==> config.mk <==
export PLATFORM = sky130hd
export DESIGN_NAME = socket_system_control_low
export DESIGN_NICKNAME = d
export VERILOG_FILES = /design/src/rtl/sysctl_pkg.sv /design/src/rtl/socket_system_control_low.sv /design/src/rtl/sysctl_context_bits.sv /design/src/rtl/sysctl_pin_mux.sv
export VERILOG_INCLUDE_DIRS = /design/src /design/src/rtl
export SDC_FILE = /design/constraint.sdc
export NUM_CORES = 1
export LEC_CHECK = 0
export ABC_AREA = 1
export BUFFER_PORTS_ARGS = -buffer_cell sky130_fd_sc_hd__buf_2
export CORE_ASPECT_RATIO = 0.9
export CORE_MARGIN = 2
export CORE_UTILIZATION = 35
export DETAILED_ROUTE_END_ITERATION = 6
export PLACE_DENSITY_LB_ADDON = 0.1
export SYNTH_ARGS = -nofsm -noshare
export SYNTH_HDL_FRONTEND = slang
export SYNTH_HIERARCHICAL = 1
export SYNTH_SLANG_ARGS = --single-unit
==> constraint.sdc <==
create_clock -name core_clk_i -period 2.6 [get_ports core_clk_i]
set_input_delay 0.13 -clock core_clk_i [delete_from_list [all_inputs] [get_ports core_clk_i]]
set_output_delay 0.13 -clock core_clk_i [all_outputs]
set_load 0.01 [all_outputs]
==> src/rtl/sysctl_params.svh <==
/*
 * constants for the low half of the socket system control register.
 * assumes inclusion by bare name from design files.
 */
`ifndef SYSCTL_PARAMS_SVH
`define SYSCTL_PARAMS_SVH
`define SYSCTL_OFFSET       8'h80
`define SYSCTL_RESET_LOW    22'h00_9060
`define SYSCTL_RW_MASK      22'h3F_C073
`define BIT_SUPPLY_PROT     21
`define BIT_RSVD_HI         20
`define BIT_RSVD_LO         16
`define BIT_BURST_DN        15
`define BIT_BURST_UP        14
`define BIT_ACTIVITY        13
`define BIT_ONE             12
`define BIT_STREAM          11
`define BIT_UP_SETTLE       10
`define BIT_DOWN_SETTLE     9
`define BIT_PROBE           8
`define BIT_LOW_POWER       6
`define BIT_ID_LOCK         5
`define BIT_PARITY_SERR     4
`define BIT_LEGACY_SUPPLY   2
`define BIT_HOLD_CLK        1
`define BIT_PIN_SELECT      0
`define BIT_ZERO_HI         7
`define BIT_ZERO_LO         3
`endif

==> src/rtl/sysctl_pkg.sv <==
/*
 * types shared by the system control register files.
 * assumes sysctl_params.svh for bit positions.
 */
package sysctl_pkg;
   typedef struct packed {
      logic       supply_protect_dis;
      logic       read_burst_downstream_en;
      logic       read_burst_upstream_en;
      logic       low_power_mode_en;
      logic       identity_write_lock;
      logic       card_parity_serr_en;
      logic       hold_clocks_running;
      logic       wake_ring_pin_select;
   } ctrl_t;
   typedef struct packed {
      logic       switch_stream_busy;
      logic       power_up_settling;
      logic       power_down_settling;
      logic       card_probe_busy;
      logic       legacy_supply_select;
   } status_t;
   typedef enum logic [2:0] {
      PIN_OFF  = 3'b001,
      PIN_WAKE = 3'b010,
      PIN_RING = 3'b100
   } pin_mode_t;
endpackage

==> src/rtl/socket_system_control_low.sv <==
/*
 * bits 21..0 of the socket system control register, reached by
 * configuration read/write at its dword offset.
 * assumes config strobes are one-cycle pulses synchronous to core_clk_i,
 * and status inputs come from the power switch engine and card logic.
 */
// Overview of operation
// - bit 21 set disables card supply protection
// - bit 15 permits downstream read bursts
// - bit 14 permits upstream read bursts
// - bit 13 card activity, cleared by read
// - bit 12 reads one, 7 and 3 zero
// - bit 11 busy during stream and delay
// - bit 10 power-up settling in progress
// - bit 9 power-down settling in progress
// - bit 8 card interrogation in progress
// - bit 6 enables low power mode
// - bit 5 locks identity registers
// - bit 4 routes card parity to SERR
// - bit 2 shows legacy supply selection
// - bit 1 keeps bus and card clocks
// - bit 0 routes wake event to pin
// - else ring output or tri-state
// - global reset only for most bits
// - context bits reset depends on wake
`timescale 1ns/100ps
`include "sysctl_params.svh"
module socket_system_control_low #(
   parameter int REG_WIDTH = 22
) (
   input  wire logic                core_clk_i,
   input  wire logic                srst_i,
   input  wire logic                global_reset_n_i,
   input  wire logic                host_bus_reset_n_i,
   input  wire logic                wake_enable_i,
   input  wire logic                cfg_write_i,
   input  wire logic                cfg_read_i,
   input  wire logic [7:0]          cfg_addr_i,
   input  wire logic [3:0]          cfg_byte_en_i,
   input  wire logic [31:0]         cfg_wdata_i,
   output logic [31:0]              cfg_rdata_o,
   output logic                     cfg_hit_o,
   input  wire logic                card_access_i,
   input  wire sysctl_pkg::status_t status_i,
   input  wire logic                ring_output_enable_i,
   input  wire logic                pm_event_i,
   input  wire logic                ring_indicate_output_i,
   input  wire logic                card_parity_error_i,
   output sysctl_pkg::ctrl_t        ctrl_o,
   output logic                     card_parity_serr_o,
   output logic                     clkrun_hold_o,
   output logic                     shared_wake_ring_pin_o,
   output logic                     shared_wake_ring_pin_oe_n_o
);
   // register layout fixes the width
   if (REG_WIDTH != 22) begin : g_bad_width
      $error("REG_WIDTH must be 22");
   end

   logic [21:0] rw_q;
   logic [21:0] wr_mask;
   logic [21:0] image;
   logic        activity_q;
   logic [2:0]  ctx_bits;
   logic        ctx_live_q;
   logic        hit;
   logic        rd_hit;
   logic        wr_hit;
   logic [31:0] rdata_q;

   function automatic logic [21:0] lane_mask(input logic [3:0] be);
      lane_mask = {{6{be[2]}}, {8{be[1]}}, {8{be[0]}}};
   endfunction

   assign hit    = (cfg_addr_i == `SYSCTL_OFFSET);
   assign rd_hit = hit && cfg_read_i;
   assign wr_hit = hit && cfg_write_i;
   assign wr_mask = lane_mask(cfg_byte_en_i) & `SYSCTL_RW_MASK;

   always_ff @(posedge core_clk_i) begin
      if (srst_i || !global_reset_n_i) begin
         rw_q <= `SYSCTL_RESET_LOW & `SYSCTL_RW_MASK;
      end else if (wr_hit) begin
         rw_q <= (rw_q & ~wr_mask) | (cfg_wdata_i[21:0] & wr_mask);
      end
   end

   always_ff @(posedge core_clk_i) begin
      if (srst_i || !global_reset_n_i) begin
         activity_q <= 1'b0;
      end else if (card_access_i) begin
         activity_q <= 1'b1;
      end else if (rd_hit && cfg_byte_en_i[1]) begin
         activity_q <= 1'b0;
      end
   end

   sysctl_context_bits u_ctx (
      .core_clk_i         (core_clk_i),
      .srst_i             (srst_i),
      .global_reset_n_i   (global_reset_n_i),
      .host_bus_reset_n_i (host_bus_reset_n_i),
      .wake_enable_i      (wake_enable_i),
      .status_i           (status_i),
      .context_o          (ctx_bits)
   );

   always_comb begin
      image = rw_q;
      image[`BIT_ACTIVITY] = activity_q;
      image[`BIT_ONE] = 1'b1;
      image[`BIT_ZERO_HI] = 1'b0;
      image[`BIT_ZERO_LO] = 1'b0;
      image[`BIT_STREAM] = status_i.switch_stream_busy;
      image[`BIT_UP_SETTLE] = ctx_bits[2];
      image[`BIT_DOWN_SETTLE] = ctx_bits[1];
      image[`BIT_PROBE] = ctx_bits[0];
      image[`BIT_LEGACY_SUPPLY] = status_i.legacy_supply_select;
   end

   always_ff @(posedge core_clk_i) begin
      if (srst_i) begin
         rdata_q <= 32'h0000_0000;
      end else if (rd_hit) begin
         rdata_q <= {10'h000, image};
      end
   end
   assign cfg_rdata_o = rdata_q;
   assign cfg_hit_o   = hit;

   assign ctrl_o.read_burst_downstream_en = rw_q[`BIT_BURST_DN];
   assign ctrl_o.read_burst_upstream_en   = rw_q[`BIT_BURST_UP];
   assign ctrl_o.supply_protect_dis       = rw_q[`BIT_SUPPLY_PROT];
   assign ctrl_o.low_power_mode_en        = rw_q[`BIT_LOW_POWER];
   assign ctrl_o.identity_write_lock      = rw_q[`BIT_ID_LOCK];
   assign ctrl_o.card_parity_serr_en      = rw_q[`BIT_PARITY_SERR];
   assign ctrl_o.hold_clocks_running      = rw_q[`BIT_HOLD_CLK];
   assign ctrl_o.wake_ring_pin_select     = rw_q[`BIT_PIN_SELECT];

   assign card_parity_serr_o = card_parity_error_i && rw_q[`BIT_PARITY_SERR];
   assign clkrun_hold_o      = rw_q[`BIT_HOLD_CLK];

   sysctl_pin_mux u_pin (
      .core_clk_i                  (core_clk_i),
      .srst_i                      (srst_i),
      .pin_select_i                (rw_q[`BIT_PIN_SELECT]),
      .ring_output_enable_i        (ring_output_enable_i),
      .pm_event_i                  (pm_event_i),
      .ring_indicate_output_i      (ring_indicate_output_i),
      .shared_wake_ring_pin_o      (shared_wake_ring_pin_o),
      .shared_wake_ring_pin_oe_n_o (shared_wake_ring_pin_oe_n_o)
   );

   // context reads only checked when no clear was pending
   always_ff @(posedge core_clk_i) begin
      ctx_live_q <= !srst_i && global_reset_n_i && host_bus_reset_n_i;
   end

   a_act_keep_set: assert property (@(posedge core_clk_i) disable iff (srst_i)
      (card_access_i && global_reset_n_i) |=> activity_q)
      else $error("card activity lost");

   a_act_read_clear: assert property (@(posedge core_clk_i) disable iff (srst_i)
      (rd_hit && cfg_byte_en_i[1] && !card_access_i) |=> !activity_q)
      else $error("activity flag not cleared by read");

   a_rsvd_fixed: assert property (@(posedge core_clk_i) disable iff (srst_i)
      $past(rd_hit) |-> (cfg_rdata_o[12] && !cfg_rdata_o[7] && !cfg_rdata_o[3]))
      else $error("reserved bits read wrong");

   a_global_reset_n_default: assert property (@(posedge core_clk_i) disable iff (srst_i)
      !global_reset_n_i |=> (rw_q == (`SYSCTL_RESET_LOW & `SYSCTL_RW_MASK)))
      else $error("global reset did not restore defaults");

   a_host_bus_reset_n_keeps: assert property (@(posedge core_clk_i) disable iff (srst_i)
      (global_reset_n_i && !host_bus_reset_n_i && !wr_hit) |=> $stable(rw_q))
      else $error("host reset disturbed control bits");

   a_stream_read: assert property (@(posedge core_clk_i) disable iff (srst_i)
      rd_hit |=> (cfg_rdata_o[11] == $past(status_i.switch_stream_busy)))
      else $error("stream busy not reported");

   a_serr_gate: assert property (@(posedge core_clk_i) disable iff (srst_i)
      card_parity_serr_o |-> ctrl_o.card_parity_serr_en)
      else $error("parity reported while disabled");

   a_write_burst: assert property (@(posedge core_clk_i) disable iff (srst_i)
      (wr_hit && cfg_byte_en_i[1] && global_reset_n_i)
      |=> (ctrl_o.read_burst_downstream_en == $past(cfg_wdata_i[15])))
      else $error("downstream burst bit not written");

   a_write_prot: assert property (@(posedge core_clk_i) disable iff (srst_i)
      (wr_hit && cfg_byte_en_i[2] && global_reset_n_i)
      |=> (ctrl_o.supply_protect_dis == $past(cfg_wdata_i[`BIT_SUPPLY_PROT])))
      else $error("supply protection bit not written");

   a_write_burst_up: assert property (@(posedge core_clk_i) disable iff (srst_i)
      (wr_hit && cfg_byte_en_i[1] && global_reset_n_i)
      |=> (ctrl_o.read_burst_upstream_en == $past(cfg_wdata_i[`BIT_BURST_UP])))
      else $error("upstream burst bit not written");

   a_write_low_power: assert property (@(posedge core_clk_i) disable iff (srst_i)
      (wr_hit && cfg_byte_en_i[0] && global_reset_n_i)
      |=> (ctrl_o.low_power_mode_en == $past(cfg_wdata_i[`BIT_LOW_POWER])))
      else $error("low power bit not written");

   a_write_id_lock: assert property (@(posedge core_clk_i) disable iff (srst_i)
      (wr_hit && cfg_byte_en_i[0] && global_reset_n_i)
      |=> (ctrl_o.identity_write_lock == $past(cfg_wdata_i[`BIT_ID_LOCK])))
      else $error("identity lock bit not written");

   a_write_clk_hold: assert property (@(posedge core_clk_i) disable iff (srst_i)
      (wr_hit && cfg_byte_en_i[0] && global_reset_n_i)
      |=> (clkrun_hold_o == $past(cfg_wdata_i[`BIT_HOLD_CLK])))
      else $error("clock hold bit not written");

   a_write_pin_sel: assert property (@(posedge core_clk_i) disable iff (srst_i)
      (wr_hit && cfg_byte_en_i[0] && global_reset_n_i)
      |=> (ctrl_o.wake_ring_pin_select == $past(cfg_wdata_i[`BIT_PIN_SELECT])))
      else $error("pin select bit not written");

   a_serr_pass: assert property (@(posedge core_clk_i) disable iff (srst_i)
      (card_parity_error_i && ctrl_o.card_parity_serr_en) |-> card_parity_serr_o)
      else $error("enabled parity error not reported");

   a_serr_block: assert property (@(posedge core_clk_i) disable iff (srst_i)
      !card_parity_error_i |-> !card_parity_serr_o)
      else $error("serr raised without parity error");

   a_act_global_reset_n_clear: assert property (@(posedge core_clk_i) disable iff (srst_i)
      !global_reset_n_i |=> !activity_q)
      else $error("activity kept through global reset");

   a_act_host_bus_reset_n_keep: assert property (@(posedge core_clk_i) disable iff (srst_i)
      (global_reset_n_i && !host_bus_reset_n_i && !card_access_i && !rd_hit)
      |=> $stable(activity_q))
      else $error("host reset disturbed activity flag");

   a_up_settle_read: assert property (@(posedge core_clk_i) disable iff (srst_i)
      (rd_hit && ctx_live_q)
      |=> (cfg_rdata_o[`BIT_UP_SETTLE] == $past(status_i.power_up_settling, 2)))
      else $error("power-up settling not reported");

   a_down_settle_read: assert property (@(posedge core_clk_i) disable iff (srst_i)
      (rd_hit && ctx_live_q)
      |=> (cfg_rdata_o[`BIT_DOWN_SETTLE] == $past(status_i.power_down_settling, 2)))
      else $error("power-down settling not reported");

   a_probe_read: assert property (@(posedge core_clk_i) disable iff (srst_i)
      (rd_hit && ctx_live_q)
      |=> (cfg_rdata_o[`BIT_PROBE] == $past(status_i.card_probe_busy, 2)))
      else $error("probe busy not reported");

   a_ctx_host_clear: assert property (@(posedge core_clk_i) disable iff (srst_i)
      (!host_bus_reset_n_i && !wake_enable_i) |=> (ctx_bits == 3'h0))
      else $error("context bits kept on host reset without wake");

   a_ctx_global_reset_n_clear: assert property (@(posedge core_clk_i) disable iff (srst_i)
      !global_reset_n_i |=> (ctx_bits == 3'h0))
      else $error("context bits kept on global reset");

   a_legacy_read: assert property (@(posedge core_clk_i) disable iff (srst_i)
      rd_hit
      |=> (cfg_rdata_o[`BIT_LEGACY_SUPPLY] == $past(status_i.legacy_supply_select)))
      else $error("legacy supply not reported");

   a_ring_route: assert property (@(posedge core_clk_i) disable iff (srst_i)
      (!rw_q[`BIT_PIN_SELECT] && ring_output_enable_i)
      |=> (!shared_wake_ring_pin_oe_n_o && shared_wake_ring_pin_o == $past(ring_indicate_output_i)))
      else $error("ring output not routed to shared pin");
endmodule // socket_system_control_low

==> src/rtl/sysctl_context_bits.sv <==
/*
 * power-management context status flags with wake-aware reset.
 * assumes inputs synchronous to core_clk_i.
 */
`timescale 1ns/100ps
`include "sysctl_params.svh"
module sysctl_context_bits (
   input  wire logic                core_clk_i,
   input  wire logic                srst_i,
   input  wire logic                global_reset_n_i,
   input  wire logic                host_bus_reset_n_i,
   input  wire logic                wake_enable_i,
   input  wire sysctl_pkg::status_t status_i,
   output logic [2:0]               context_o
);
   logic [2:0] ctx_q;
   logic       clear_ctx;
   assign clear_ctx = srst_i || !global_reset_n_i
                      || (!host_bus_reset_n_i && !wake_enable_i);
   always_ff @(posedge core_clk_i) begin
      if (clear_ctx) begin
         ctx_q <= 3'h0;
      end else begin
         ctx_q <= {status_i.power_up_settling, status_i.power_down_settling,
                   status_i.card_probe_busy};
      end
   end
   assign context_o = ctx_q;
   a_ctx_keep_wake: assert property (@(posedge core_clk_i) disable iff (srst_i)
      (global_reset_n_i && wake_enable_i && !host_bus_reset_n_i
       && $past(global_reset_n_i)) |=> (ctx_q == $past({status_i.power_up_settling,
       status_i.power_down_settling, status_i.card_probe_busy})))
      else $error("context bits lost on host reset while wake enabled");
endmodule // sysctl_context_bits

==> src/rtl/sysctl_pin_mux.sv <==
/*
 * shared wake/ring output terminal routing.
 * assumes control bits come from the register bank.
 */
`timescale 1ns/100ps
module sysctl_pin_mux (
   input  wire logic core_clk_i,
   input  wire logic srst_i,
   input  wire logic pin_select_i,
   input  wire logic ring_output_enable_i,
   input  wire logic pm_event_i,
   input  wire logic ring_indicate_output_i,
   output logic      shared_wake_ring_pin_o,
   output logic      shared_wake_ring_pin_oe_n_o
);
   sysctl_pkg::pin_mode_t mode;
   logic                  pin_q;
   logic                  oe_n_q;
   always_comb begin
      if (pin_select_i) begin
         mode = sysctl_pkg::PIN_WAKE;
      end else if (ring_output_enable_i) begin
         mode = sysctl_pkg::PIN_RING;
      end else begin
         mode = sysctl_pkg::PIN_OFF;
      end
   end
   always_ff @(posedge core_clk_i) begin
      if (srst_i) begin
         pin_q  <= 1'b0;
         oe_n_q <= 1'b1;
      end else begin
         unique case (mode)
            sysctl_pkg::PIN_WAKE: begin
               pin_q  <= pm_event_i;
               oe_n_q <= 1'b0;
            end
            sysctl_pkg::PIN_RING: begin
               pin_q  <= ring_indicate_output_i;
               oe_n_q <= 1'b0;
            end
            sysctl_pkg::PIN_OFF: begin
               pin_q  <= 1'b0;
               oe_n_q <= 1'b1;
            end
         endcase
      end
   end
   assign shared_wake_ring_pin_o      = pin_q;
   assign shared_wake_ring_pin_oe_n_o = oe_n_q;
   a_pin_release: assert property (@(posedge core_clk_i) disable iff (srst_i)
      (!pin_select_i && !ring_output_enable_i) |=> shared_wake_ring_pin_oe_n_o)
      else $error("shared pin driven while both routes disabled");
   a_pin_wake: assert property (@(posedge core_clk_i) disable iff (srst_i)
      pin_select_i |=> (!shared_wake_ring_pin_oe_n_o
                        && shared_wake_ring_pin_o == $past(pm_event_i)))
      else $error("wake event not routed to shared pin");
endmodule // sysctl_pin_mux

==> summary.md, run 1 <==
| Metric | Value |
|---|---|
| Status | `finished clean` |
| Worst-Skew Late Latency | `290 ps` |
| WHS Endpoint | `u_pin/shared_wake_ring_pin_oe_n_o` |
| Crit. End Element | `flip-flop` |
| Slew Limit Headroom | `0.6141` |
| DRC Markers | `0` |
| Final design utilization | `0.4462` |
| Clock Path Buffers | `2` |
| Synth area leaders | `dfxtp_1, nor2_1, buf_4` |
| TritonCTS buffer count | `5` |
| Synthesized netlist cell count | `234` |
| Netlist cell types | `19` |
| Initial antenna violation count | `0` |
| Initial DRT Pass Iterations | `4` |
| CTS tree | `done` |
| Register area share after synthesis | `0.4602` |
| Final Setup Violations | `0` |
| First-pass GRT wire length | `5851 um` |
| DRT antenna net count | `0` |
| CTS Sinks | `39` |
| Combinational share of power | `0.065` |
| EDFF count, synth | `0` |
| Switching part of the total | `0.2135` |
| Async SR Flop Fraction | `0` |
| Synth cell count leaders | `nor2_1, dfxtp_1, nand2_1` |
| Flop-to-flop setup slack | `1870 ps` |
| Final Worst Setup Slack | `1411 ps` |
| CP max FO | `20` |
| Core ar. | `4745 um2` |
| Pin count of the biggest net entering global routing | `21` |
| Share of layout cells above drive strength 1 | `0.3033` |
| Diodes inserted | `0` |
| Worst Tran Pin Value | `578.2 ps` |
| Post-route cell area | `2117 um2` |
| Internal power | `0.0009443 W` |
| IO buf count | `73` |
| Pre-CTS setup slack | `1058 ps` |
| Final worst path period share | `0.4573` |
| Initial core utilization | `0.3576` |
| Flop pwr share | `0.502` |
| Type of origin of the critical path | `input pin` |
| Slew Limit Fails | `0` |
| Min cycle time layout | `1189 ps` |
| Most numerous cell in the Yosys netlist | `nor2_1` |
| R2R depth | `4` |
| Max VDD drop | `0.1876 mV` |
| Die Y | `70.05 um` |
| Iter 0 DRT Violations | `56` |
| Vias in the first global route | `1299` |
| Hold depth | `2` |
| Postcts setup bufs | `0` |
| PostCTS Resize Cnt | `0` |
| Area grow syn2layout | `24.78%` |
| Via Count | `1500` |
| Hold Path Class | `input pin to flip-flop` |
| DP Area | `1999 um2` |
| Root buffer cell | `clkbuf_8` |
| Worst EP arrival | `1420 ps` |
| Post-Syn Area | `1697 um2` |
| Gr usage total | `0.1371` |
| Syn Area/Cell | `7.251 um2` |
| Gp weighted congestion | `0.6755` |
| Max-cap violations | `0` |
| Nets | `360` |
| # IOs | `106` |
| Switching power | `0.0002563 W` |
| Detailed placement HPWL | `2538 um` |
| Setup tns final | `0 ps` |
| Most used routing layer | `met2` |
| Ys flop type | `dfxtp_1` |
| Filler cells | `528` |
| Hold Violations, Final | `0` |
| Die width | `77.39 um` |
| FMAX | `0.8411 GHz` |
| WL/cell | `10.01 um` |
| WP buf/inv | `3` |
| Synth top area share | `0.4602` |
| # H-tree levels | `2` |
| Met1 GRT Util | `0.1765` |
| Post-Route Skew | `5.680 ps` |
| Lkg Pwr | `1.143 nW` |
| Pwr dens | `567.1 nW/um2` |
| Via-to-Cell Ratio | `4.110` |
| CTS Hold Bufs | `0` |
| Type of the worst setup path | `input pin to flip-flop` |
| Worst hold start | `ring_output_enable_i` |
| Slowest cell on crit path | `inv_1` |
| Routing usage on met3 | `0.03488` |
| Std cell rows | `24` |
| Synth Warn # | `6` |
| Clock power frac | `0.433` |
| Clk slew on worst S/H paths | `70 ps` |
| Grt ovf | `0` |
| Max incr delay on CP | `430 ps` |
| Yosys top cell by area | `dfxtp_1` |
| WL final | `3652 um` |
| RSZ-0062 raised after global routing | `false` |
| Die ar. | `5421 um2` |
| M2 GR Usage | `0.2087` |
| Crit-path cells | `buf_2 > inv_1 > nand2_1 > inv_1 > nand2_1 > nor2_1` |
| Critical Path RT | `2830 ps` |
| Seq cells post-synth | `39` |
| Crit path max-delay family | `buffers and inverters` |
## power groups by stage
| stage | clock (W) | sequential (W) | combinational [W] |
|---|---|---|---|
| after detailed placement | 0 | 0.000617 | 0.0000785 |
| after global routing | 0.000565 | 0.000603 | 0.0000892 |
| after floorplan | 0 | 0.000618 | 0.0000485 |
| final | 0.000520 | 0.000603 | 0.0000779 |
| after global placement | 0 | 0.000617 | 0.0000783 |
| after CTS | 0.000536 | 0.000603 | 0.0000787 |
## placed cells by master, fill, tap and decap left out
master / instances
nand2_1: 31
o21ai_1: 2
nor2_8: 1
nand3_1: 6
o21ai_0: 18
nand4_1: 3
nor3b_2: 1
buf_4: 1
buf_2: 73
nor2_2: 1
a21oi_1: 2
nor2_1: 73
dfxtp_1: 39
inv_1: 23
conb_1: 12
bufinv_16: 1
nand3_2: 2
nand2_2: 4
clkinv_2: 1
clkbuf_8: 6
## final cells by class
type | instances | area (um2) | area share
Clock buffer | 6 | 82.58 | 0.03901
Clock inverter | 2 | 35.03 | 0.01655
Inverter | 23 | 86.33 | 0.04078
Multi-Input combinational cell | 156 | 678.2 | 0.3203
Sequential cell | 39 | 780.7 | 0.3688
Tap cell | 65 | 81.33 | 0.03842
Timing Repair Buffer | 74 | 372.9 | 0.1761
## metal layers
layer,share of wire,wire [um]
met5,0,0
met4,0.020,74
met3,0.079,289
met2,0.43,1562
met1,0.47,1726
## cells by family after synthesis
family,synth area share
other cells,0.002210
simple gates,0.3083
buf+inv,0.1644
flops,0.4602
compound gates,0.06490
## worst max path at each step
stage,from,endpoint,slack [ps],depth (start not counted)
6_report,srst_i,flip-flop,1410,6
5_1_grt,srst_i,flip-flop,1190,6
4_1_cts,srst_i,flip-flop,1370,6
3_5_place_dp,srst_i,flip-flop,1060,6
3_3_place_gp,srst_i,flip-flop,1070,5
2_1_floorplan,cfg_addr_i[7],cfg_rdata_o[18],1600,8
## per-stage QoR
step                      hold WS, ps  total power (W)  cells
after floorplan                 202.4        0.0006663    245
final                           37.12         0.001201    365
after CTS                       33.30         0.001218    365
after detailed placement        345.4        0.0006954    357
after global placement          335.2        0.0006949    357
after global routing            28.91         0.001258    365
Note: power is estimated with default switching activity, not from simulation.
==> run 2, diff against run 1 <==
Clock period 2.6 ns to 1.1 ns, I/O delays scaled along.
==> summary.md, run 2 (synthesized netlist as in run 1, its figures left out) <==
| Metric | Value |
|---|---|
| Status | `finished clean` |
| Worst-Skew Late Latency | `280 ps` |
| Grt ovf | `0` |
| Clk slew on worst S/H paths | `70 ps` |
| IO buf count | `73` |
| Most frequent cells in the layout | `nor2_1, buf_2, dfxtp_1` |
| Lkg Pwr | `1.218 nW` |
| Die ar. | `5421 um2` |
| Max VDD drop | `0.3650 mV` |
| Crit-path cells | `dlygate4sd3_1 > buf_2 > inv_1 > nand2_1 > inv_1 > buf_6 > nand2_1 > nor2_1` |
| Hold Violations, Final | `0` |
| Final worst path period share | `0.9543` |
| RSZ-0062 raised after global routing | `true` |
| WL final | `3744 um` |
| Pin count of the biggest net entering global routing | `21` |
| Via Count | `1565` |
| CTS tree | `done` |
| R2R depth | `4` |
| Flop-to-flop setup slack | `390 ps` |
| Initial DRT Pass Iterations | `4` |
| Worst EP arrival | `1270 ps` |
| Gp weighted congestion | `0.6714` |
| Std cell rows | `24` |
| Post-Route Skew | `2.238 ps` |
| Crit path from | `srst_i` |
| Initial antenna violation count | `0` |
| Type of origin of the critical path | `input pin` |
| Max-cap violations | `0` |
| Hold Path Class | `input pin to flip-flop` |
| Nets | `378` |
| Worst hold slack | `10.75 ps` |
| Initial core utilization | `0.3576` |
| Pwr dens | `1139 nW/um2` |
| # H-tree levels | `2` |
| Vias in the first global route | `1399` |
| Area grow syn2layout | `34.59%` |
| Diodes inserted | `0` |
| Via-to-Cell Ratio | `4.097` |
| Setup tns final | `0 ps` |
| Total power | `0.002601 W` |
| Slew Limit Fails | `0` |
| First-pass GRT wire length | `6182 um` |
| Postcts setup bufs | `0` |
| Final Setup Violations | `0` |
| Share of layout cells above drive strength 1 | `0.2997` |
| CTS Sinks | `39` |
| Detailed placement HPWL | `2588 um` |
| Type of the worst setup path | `input pin to flip-flop` |
| WL/cell | `9.801 um` |
| Clock Path Buffers | `2` |
| Core ar. | `4745 um2` |
| Critical Path RT | `1320 ps` |
| Iter 0 DRT Violations | `37` |
| # IOs | `106` |
| Root buffer cell | `clkbuf_8` |
| Max incr delay on CP | `540 ps` |
| Worst hold start | `card_access_i` |
| Gr usage total | `0.1440` |
| TritonCTS buffer count | `5` |
| Min cycle time layout | `1050 ps` |
| Die Y | `70.05 um` |
| FMAX | `0.9526 GHz` |
| CP max FO | `13` |
| DRT antenna net count | `0` |
| Die width | `77.39 um` |
| DRC Markers | `0` |
| Slowest cell on crit path | `dlygate4sd3_1` |
| Crit. End Element | `flip-flop` |
==> run 2: final cells by class <==
type | instances | area [um2]
inverters | 23 | 86.33
well taps | 65 | 81.33
fillers | 529 | 2461
clock inverters | 1 | 5.005
clock buffers | 6 | 82.58
multi-input cells | 156 | 678.2
flip-flops and latches | 39 | 780.7
repair buffers | 92 | 569.3
==> run 2: worst min-delay path by stage <==
stage,endpoint,slack [ps],cells after the start
after global routing,flip-flop,4,3
after global placement,u_pin/shared_wake_ring_pin_oe_n_o,260,2
after floorplan,cfg_rdata_o[12],130,1
after CTS,activity_q,2,3
final,activity_q,10,3
after detailed placement,u_ctx/context_o[0],280,3
==> run 2: report_power, final <==
part	total, W	internal, W	switching [W]
clock	0.000948	0.000491	0.000456
combinational	0.000227	0.000113	0.000114
sequential	0.00143	0.00142	0.00000324
total	0.00260	0.00203	0.000574
==> run 2: routing by layer <==
| layer | part of all wire | global-route usage | vias to the layer above |
|---|---|---|---|
| met5 | 0 | 0 | - |
| met4 | 0.014 | 0.04762 | 0 |
| met3 | 0.070 | 0.04651 | 6 |
| met2 | 0.45 | 0.2338 | 55 |
| met1 | 0.46 | 0.1807 | 657 |
| li1 | - | - | 847 |
==> run 2: what timing repair did <==
action,4_1_cts,5_1_grt
hold buffers,13,0
endpoints found under the setup margin,0,12
endpoints found under the hold margin,13,0
resized for setup,0,1
==> run 2: per-stage QoR <==
| step | std cells | setup WS, ps | area [um2] | utilization |
|---|---|---|---|---|
| floorplan | 245 | 179.8 | 1738 | - |
| global placement | 362 | -11.44 | 2062 | 0.4346 |
| detailed placement | 362 | -30.52 | 2062 | 0.4346 |
| CTS | 382 | 27.32 | 2280 | 0.4805 |
| global route | 382 | -32.31 | 2283 | 0.4813 |
| finish | 382 | 50.26 | 2283 | 0.4813 |
==> run 2: critical path: cells and delay by family <==
kind | cells | cell delay, ps
buffers and inverters | 5 | 990
and+or+nand+nor | 3 | 220
